File: config.mk
export PLATFORM = sky130hd
export DESIGN_NAME = mfs_status
export DESIGN_NICKNAME = d
export VERILOG_FILES = /design/src/design/mfs_pkg.sv /design/src/design/mfs_status.sv /design/src/design/mfs_window.sv
export SDC_FILE = /design/constraint.sdc
export NUM_CORES = 1
export LEC_CHECK = 0
export BUFFER_PORTS_ARGS = -buffer_cell sky130_fd_sc_hd__buf_2
export CORE_MARGIN = 8
export CORE_UTILIZATION = 35
export DETAILED_ROUTE_END_ITERATION = 7
export PLACE_DENSITY = 0.71
export SETUP_SLACK_MARGIN = 0.5
export SLEW_MARGIN = 20
export SYNTH_ARGS = -nofsm -noshare
export SYNTH_HDL_FRONTEND = slang
export SYNTH_SLANG_ARGS = --single-unit
File: constraint.sdc
create_clock -name core_clk -period 2.25 [get_ports core_clk]
set_clock_uncertainty 0.2 [all_clocks]
set_input_delay 0.225 -clock core_clk [delete_from_list [all_inputs] [get_ports core_clk]]
set_output_delay 0.225 -clock core_clk [all_outputs]
set_load 0.05 [all_outputs]
File: src/design/mfs_pkg.sv
// Constants shared by the fault status flag block
package mfs_pkg;

  // ----------------------------------------------------------------------
  // Register map
  // ----------------------------------------------------------------------
  localparam logic [7:0] MFS_ADDR_PRIMARY = 8'h41;
  localparam logic [7:0] MFS_ADDR_SECONDARY = 8'h42;
  localparam logic [7:0] MFS_STATUS_RESET = 8'h00;
  localparam logic [7:0] MFS_UNMAPPED_DATA = 8'h00;

  // ----------------------------------------------------------------------
  // Primary register field positions
  // ----------------------------------------------------------------------
  localparam int MFS_P_TWO_HALF = 0;
  localparam int MFS_P_CORE = 1;
  localparam int MFS_P_THREE_THREE = 2;
  localparam int MFS_P_FIVE = 3;
  localparam int MFS_P_ZONE_ONE = 4;
  localparam int MFS_P_ZONE_TWO = 5;
  localparam int MFS_P_ZONE_THREE = 6;
  localparam int MFS_P_SUMMARY = 7;

  // ----------------------------------------------------------------------
  // Secondary register field positions
  // ----------------------------------------------------------------------
  localparam int MFS_S_TWELVE = 0;
  localparam int MFS_S_RESERVED = 1;
  localparam int MFS_S_STALL_LO = 2;
  localparam int MFS_S_DIODE_ONE = 6;
  localparam int MFS_S_DIODE_TWO = 7;

  // ----------------------------------------------------------------------
  // Window channels: 0..3 supplies, 4..6 zones, 7 twelve volt supply
  // ----------------------------------------------------------------------
  localparam int MFS_NUM_WIN = 8;
  localparam int MFS_NUM_FAN = 4;
  localparam logic [7:0] MFS_CH_SIGNED = 8'h70;
  localparam logic [7:0] MFS_CH_LOW_INCL = 8'h7F;

  // State of the block, registered as a whole
  typedef struct packed {
    logic [7:0] primary;
    logic [7:0] secondary;
    logic [7:0] rdata;
    logic rvalid;
  } mfs_state_t;

endpackage : mfs_pkg

File: src/design/mfs_status.sv
// Sticky read-clearing fault status registers of the monitor
`timescale 1ns/1ps

// How it works
// - Out-of-window readings set flags automatically, together
// - Flags hold until read, then clear if gone
// - Writes to both status registers are ignored
// - Bits 0-3 flag four supplies, low inclusive
// - Bit 4 flags zone one diode temperature
// - Bit 5 flags zone two die temperature
// - Bit 6 flags zone three diode temperature
// - Bit 7 summarises any secondary flag set
// - Twelve volt flag bit 0, bit 1 zero
// - Bits 2-5 flag stalled fans over minimum
// - Diode faults set secondary and zone flags
// - Temperature comparisons use signed eight bit values
module mfs_status
  import mfs_pkg::*;
(
  input wire logic core_clk,
  input wire logic rst_n,
  input wire logic [7:0] reg_addr,
  input wire logic reg_rd,
  input wire logic reg_wr,
  input wire logic [7:0] reg_wdata,
  output logic [7:0] reg_rdata,
  output logic reg_rvalid,
  output logic [7:0] fault_status_primary,
  output logic [7:0] fault_status_secondary,
  input wire logic [7:0] supply_two_half,
  input wire logic [7:0] supply_two_half_low,
  input wire logic [7:0] supply_two_half_high,
  input wire logic [7:0] core_supply,
  input wire logic [7:0] core_supply_low,
  input wire logic [7:0] core_supply_high,
  input wire logic [7:0] supply_three_three,
  input wire logic [7:0] supply_three_three_low,
  input wire logic [7:0] supply_three_three_high,
  input wire logic [7:0] supply_five,
  input wire logic [7:0] supply_five_low,
  input wire logic [7:0] supply_five_high,
  input wire logic [7:0] supply_twelve,
  input wire logic [7:0] supply_twelve_low,
  input wire logic [7:0] supply_twelve_high,
  input wire logic [7:0] zone_one_temp,
  input wire logic [7:0] zone_one_low,
  input wire logic [7:0] zone_one_high,
  input wire logic [7:0] zone_two_temp,
  input wire logic [7:0] zone_two_low,
  input wire logic [7:0] zone_two_high,
  input wire logic [7:0] zone_three_temp,
  input wire logic [7:0] zone_three_low,
  input wire logic [7:0] zone_three_high,
  input wire logic [63:0] speed_count,
  input wire logic [63:0] speed_minimum,
  input wire logic diode_one_fault,
  input wire logic diode_two_fault
);

  // ----------------------------------------------------------------------
  // Channel gathering
  // ----------------------------------------------------------------------
  logic [7:0] ch_val [MFS_NUM_WIN];
  logic [7:0] ch_low [MFS_NUM_WIN];
  logic [7:0] ch_high [MFS_NUM_WIN];
  logic [MFS_NUM_WIN-1:0] win_fault;
  logic [MFS_NUM_FAN-1:0] stall;
  logic [7:0] cond_primary;
  logic [7:0] cond_secondary;
  logic rd_primary;
  logic rd_secondary;
  mfs_state_t st_q;
  mfs_state_t st_d;

  // Readings and limits by channel number
  assign ch_val[0] = supply_two_half;
  assign ch_low[0] = supply_two_half_low;
  assign ch_high[0] = supply_two_half_high;
  assign ch_val[1] = core_supply;
  assign ch_low[1] = core_supply_low;
  assign ch_high[1] = core_supply_high;
  assign ch_val[2] = supply_three_three;
  assign ch_low[2] = supply_three_three_low;
  assign ch_high[2] = supply_three_three_high;
  assign ch_val[3] = supply_five;
  assign ch_low[3] = supply_five_low;
  assign ch_high[3] = supply_five_high;
  assign ch_val[4] = zone_one_temp;
  assign ch_low[4] = zone_one_low;
  assign ch_high[4] = zone_one_high;
  assign ch_val[5] = zone_two_temp;
  assign ch_low[5] = zone_two_low;
  assign ch_high[5] = zone_two_high;
  assign ch_val[6] = zone_three_temp;
  assign ch_low[6] = zone_three_low;   // Zone three own low limit
  assign ch_high[6] = zone_three_high;
  assign ch_val[7] = supply_twelve;
  assign ch_low[7] = supply_twelve_low;
  assign ch_high[7] = supply_twelve_high;

  // ----------------------------------------------------------------------
  // Fault detection
  // ----------------------------------------------------------------------
  // One window comparator per channel, zones signed
  for (genvar i = 0; i < MFS_NUM_WIN; i++) begin : g_win
    mfs_window #(
      .SIGNED_CMP(MFS_CH_SIGNED[i]),
      .LOW_INCL(MFS_CH_LOW_INCL[i])
    ) u_win (
      .value(ch_val[i]),
      .low_limit(ch_low[i]),
      .high_limit(ch_high[i]),
      .out_of_range(win_fault[i])
    );
  end

  // Stall when the count exceeds its sixteen bit minimum
  for (genvar f = 0; f < MFS_NUM_FAN; f++) begin : g_fan
    assign stall[f] = speed_count[16*f +: 16] >
                      speed_minimum[16*f +: 16];
  end

  // Live fault conditions in register layout
  always_comb begin
    cond_primary = 8'h00;
    cond_primary[MFS_P_TWO_HALF] = win_fault[0];
    cond_primary[MFS_P_CORE] = win_fault[1];
    cond_primary[MFS_P_THREE_THREE] = win_fault[2];
    cond_primary[MFS_P_FIVE] = win_fault[3];
    cond_primary[MFS_P_ZONE_ONE] = win_fault[4] |
                                   diode_one_fault;
    cond_primary[MFS_P_ZONE_TWO] = win_fault[5];
    cond_primary[MFS_P_ZONE_THREE] = win_fault[6] |
                                     diode_two_fault;
    cond_secondary = 8'h00;
    cond_secondary[MFS_S_TWELVE] = win_fault[7];
    cond_secondary[MFS_S_STALL_LO +: MFS_NUM_FAN] = stall;
    cond_secondary[MFS_S_DIODE_ONE] = diode_one_fault;
    cond_secondary[MFS_S_DIODE_TWO] = diode_two_fault;
  end

  // ----------------------------------------------------------------------
  // Register access decode
  // ----------------------------------------------------------------------
  assign rd_primary = reg_rd && (reg_addr == MFS_ADDR_PRIMARY);
  assign rd_secondary = reg_rd && (reg_addr == MFS_ADDR_SECONDARY);

  // ----------------------------------------------------------------------
  // Next state
  // ----------------------------------------------------------------------
  // Sticky flags; a read clears only flags whose fault is gone
  always_comb begin
    st_d = st_q;
    st_d.rvalid = reg_rd;
    // Write strobe and data deliberately take no part here
    if (rd_primary) begin
      st_d.rdata = st_q.primary;
      st_d.primary[6:0] = cond_primary[6:0];
    end else begin
      st_d.primary[6:0] = st_q.primary[6:0] |
                          cond_primary[6:0];
    end
    if (rd_secondary) begin
      st_d.rdata = st_q.secondary;
      st_d.secondary = cond_secondary;
    end else begin
      st_d.secondary = st_q.secondary | cond_secondary;
    end
    if (reg_rd && !rd_primary && !rd_secondary) begin
      st_d.rdata = MFS_UNMAPPED_DATA;
    end
    st_d.secondary[MFS_S_RESERVED] = 1'b0;
    st_d.primary[MFS_P_SUMMARY] = |st_d.secondary;
  end

  // State register
  always_ff @(posedge core_clk or negedge rst_n) begin
    if (!rst_n) begin
      st_q <= '0;
    end else begin
      st_q <= st_d;
    end
  end

  // ----------------------------------------------------------------------
  // Outputs
  // ----------------------------------------------------------------------
  assign reg_rdata = st_q.rdata;
  assign reg_rvalid = st_q.rvalid;
  assign fault_status_primary = st_q.primary;
  assign fault_status_secondary = st_q.secondary;
endmodule : mfs_status

File: src/design/mfs_window.sv
// Limit window comparator for one measured channel
`timescale 1ns/1ps

module mfs_window #(
  parameter bit SIGNED_CMP = 1'b0,
  parameter bit LOW_INCL = 1'b1
) (
  input wire logic [7:0] value,
  input wire logic [7:0] low_limit,
  input wire logic [7:0] high_limit,
  output logic out_of_range
);

  logic below;
  logic above;

  // Compare as two's complement or unsigned, low bound optionally inclusive
  always_comb begin
    if (SIGNED_CMP) begin
      above = $signed(value) > $signed(high_limit);
      if (LOW_INCL) begin
        below = $signed(value) <= $signed(low_limit);
      end else begin
        below = $signed(value) < $signed(low_limit);
      end
    end else begin
      above = value > high_limit;
      if (LOW_INCL) begin
        below = value <= low_limit;
      end else begin
        below = value < low_limit;
      end
    end
    out_of_range = below | above;
  end

endmodule : mfs_window

==> reports/metrics.yaml <==
worst-endpoint-required_ns: 2.18
first_iter_violations: 131
ys_async_sr_fraction_pct: 100.0
max_freq_mhz: 441.0
synth_cell_types: 53
setup_tns_ns: -0.01733
dieArea_um2: 20900
cts_sinks: 24
slew_headroom_pct: 62.12
root_buffer: "clkbuf_16"
crit_path_end_kind: "register"
synth_seq_cells: 24
grt_max_degree: 25
final_util_pct: 53.74
crit_path_start_kind: "primary input"
yosysWarnings: 0
ys_seq_area_share_pct: 10.38
chipWidth_um: 144.6
cp.arrival_ns: 2.20
final_layout_size_suffix_gt1_share_pct: 41.00
vias: 6552
area_growth_pct: 51.89
port_buffers: 356
drtPass1Iterations: 5
period_minus_slack_ns: 2.267
wl_per_cell_um: 16.02
gr-total-overflow: 0
cts.clk_slew.worst_paths_ns: 0.07
synth_area_leaders: "ha_1 (41%), inv_1 (13%), dfrtp_1 (10%)"
cp_cell_sequence: "buf_2, inv_1, ha_1, a21o_1, nand3_1, a211oi_1, o41ai_4, buf_4, o21ai_4, or4b_1"
fp.dieH_um: 144.6
grt_pass1_wl_mm: 31.99
failed_checks: "setup timing"
cts_buffers: 3
crit_type: "primary input to register"
post-synth-top-area-cell: "ha_1"
wl_mm: 21.50
worst_slack_ns: -0.01733
syn_inst: 742
antenna_found_initial: 2
leakagePower_uw: 0.004972
nFillCells: 1550
drv_cap: 0
cts_tree: "yes"
holdWs_ns: 0.01625
post-route-period-util_pct: 100.8
drc: 0
synthesis.nets: 1275
layout.nets: 1656
crit_slowest_cell: "or4b_1"
dp_hpwl_mm: 19.41
path_max_fanout: 2
power_uw: 2253
synth_area_per_cell_um2: 7.796
num_antenna_cells: 0
worst_pin_slew_ns: 0.5682
grt_pass1_vias: 6897
setup_viol: 1
gp_congestion: 0.9097
irDropWorstVdd_uv: 229.5
cts_max_path_buffers: 2
ys.flop_type: "dfrtp_1"
avgViaCountPerCell: 4.882
slew_viol_final: 0
status: "complete, but fails checks"
synth_area_um2: 5784
final_antenna_net_count: 0
pin_count: 367
track_usage_pct: 19.12
fp-row-count: 47
synth_top_area_share_pct: 41.32
synth_edf_count: 0
worst_hold_path_type: "primary input to register"
fp.coreArea_um2: 16350
rsz0062_at_grt: "yes"
start_util_pct: 35.38
htreeDepth: 1
finalHoldViolations: 0
clk_latency_ns: 0.26
critical-path-max-stage-delay_ns: 0.51
power_density_nw_per_um2: 256.4
==> metal layers <==
metal | track usage, % | vias up | wire length (µm)
li1 | - | 3361 | -
met1 | 19.49 | 2922 | 8107
met2 | 37.05 | 235 | 10920
met3 | 5.777 | 30 | 2029
met4 | 4.436 | 4 | 418
met5 | 0 | - | 27
==> per-stage QoR <==
| stage | instances | worst slack, ns | cell area [µm²] |
|---|---|---|---|
| finish | 1342 | -0.01733 | 8786 |
| global route | 1342 | -0.08062 | 8786 |
| CTS | 1341 | -0.04550 | 8647 |
| detailed placement | 1332 | -0.5375 | 8204 |
| global placement | 1332 | -0.4985 | 8204 |
| floorplan | 742 | -0.04544 | 6055 |
==> path summary, 6_finish.rpt <==
check	start	to	slack [ns]	cells after the start
min reg2reg	reg_rdata[1]	reg_rdata[1]	0.32	2
min	diode_two_fault	fault_status_secondary[7]	0.02	2
max in group asynchronous	rst_n	fault_status_primary[3]	1.17	2
min in group asynchronous	rst_n	fault_status_primary[6]	0.29	2
max	speed_minimum[21]	fault_status_primary[7]	-0.02	10
max reg2reg	fault_status_secondary[2]	fault_status_primary[7]	0.43	4
==> area by class of cell <==
type | instances | area [µm²] | area share (%)
clock inverter | 1 | 30.03 | 0.3418
timing repair buffer | 380 | 2155 | 24.52
sequential | 24 | 600.6 | 6.836
tap | 220 | 275.3 | 3.133
inverter | 202 | 808.3 | 9.200
clock buffer | 3 | 75.07 | 0.8545
multi-input combinational | 512 | 4842 | 55.11
==> registers in the layout, indices dropped and copies added, names as in the netlist <==
register	count
fault_status_secondary	7
reg_rvalid	1
fault_status_primary	8
reg_rdata	8
==> report_power, final <==
group / switching, µW / internal (µW)
logic: 619 / 689
clock network: 156 / 354
registers: 1.43 / 434
total: 777 / 1480
==> placed cells by master, fill, tap and decap left out, types with 6 or more instances in the layout <==
| master | Yosys | layout |
|---|---|---|
| o21ai_0 | 42 | 38 |
| o211ai_1 | 7 | 7 |
| a21o_1 | 17 | 17 |
| nand3_1 | 18 | 18 |
| a22oi_1 | 7 | 7 |
| inv_4 | 0 | 6 |
| buf_4 | 1 | 20 |
| nor2_1 | 17 | 17 |
| buf_6 | 1 | 26 |
| a221oi_2 | 0 | 8 |
| nand2b_1 | 9 | 9 |
| ha_4 | 0 | 25 |
| a21oi_1 | 42 | 39 |
| nand2_1 | 18 | 15 |
| inv_2 | 0 | 11 |
| a211oi_1 | 8 | 7 |
| ha_1 | 191 | 166 |
| dfrtp_1 | 24 | 24 |
| o22ai_1 | 6 | 6 |
| nor3_1 | 9 | 9 |
| nor2b_1 | 25 | 25 |
| nand4_1 | 33 | 33 |
| o21a_1 | 15 | 15 |
| buf_2 | 0 | 329 |
| inv_1 | 202 | 181 |
==> critical path: cells and delay by family <==
family | cells | cell delay [ns]
AO/OA/AOI/OAI | 4 | 0.74
AND/OR/NAND/NOR | 2 | 0.63
buffers and inverters | 3 | 0.32
adder cells (fa/ha/maj) | 1 | 0.30
==> Yosys cell counts (all sizes together), types with 2 or more instances <==
master and instances:
nand2 18, nor2b 25, nand2b 9, a22o 2, dfrtp 24, o21a 15
a21o 17, nor4 3, o22ai 6, nor3 9, a21boi 3, a211o 2
a2111oi 4, and4 2, nor2 17, a22oi 7, a221oi 8, nand3 18
a21oi 42, o221ai 3, a2bb2oi 2, ha 191, or4b 2, o21ai 42
buf 2, nand4 35, o211ai 7, inv 202, a211oi 8
==> cell families (layout without fill, tap and decap cells) <==
kind of cell	count (synthesis)	count (layout)	share of synthesized area, %
buffers and inverters	206	586	13.67
AOI/OAI and AO/OA	174	174	19.51
adders and majority gates	191	191	41.32
other	1	1	0.06483
DFF	24	24	10.38
and+or+nand+nor	146	146	15.06
==> repair_timing <==
item	in CTS	in global routing
gates cloned	0	0
hold endpoints to repair	25	0
buffers inserted	3	1
hold buffers	2	0
gates resized for setup	58	28
setup endpoints to repair	11	12
pin swaps	23	19
Note: power is estimated with default switching activity, not from simulation.
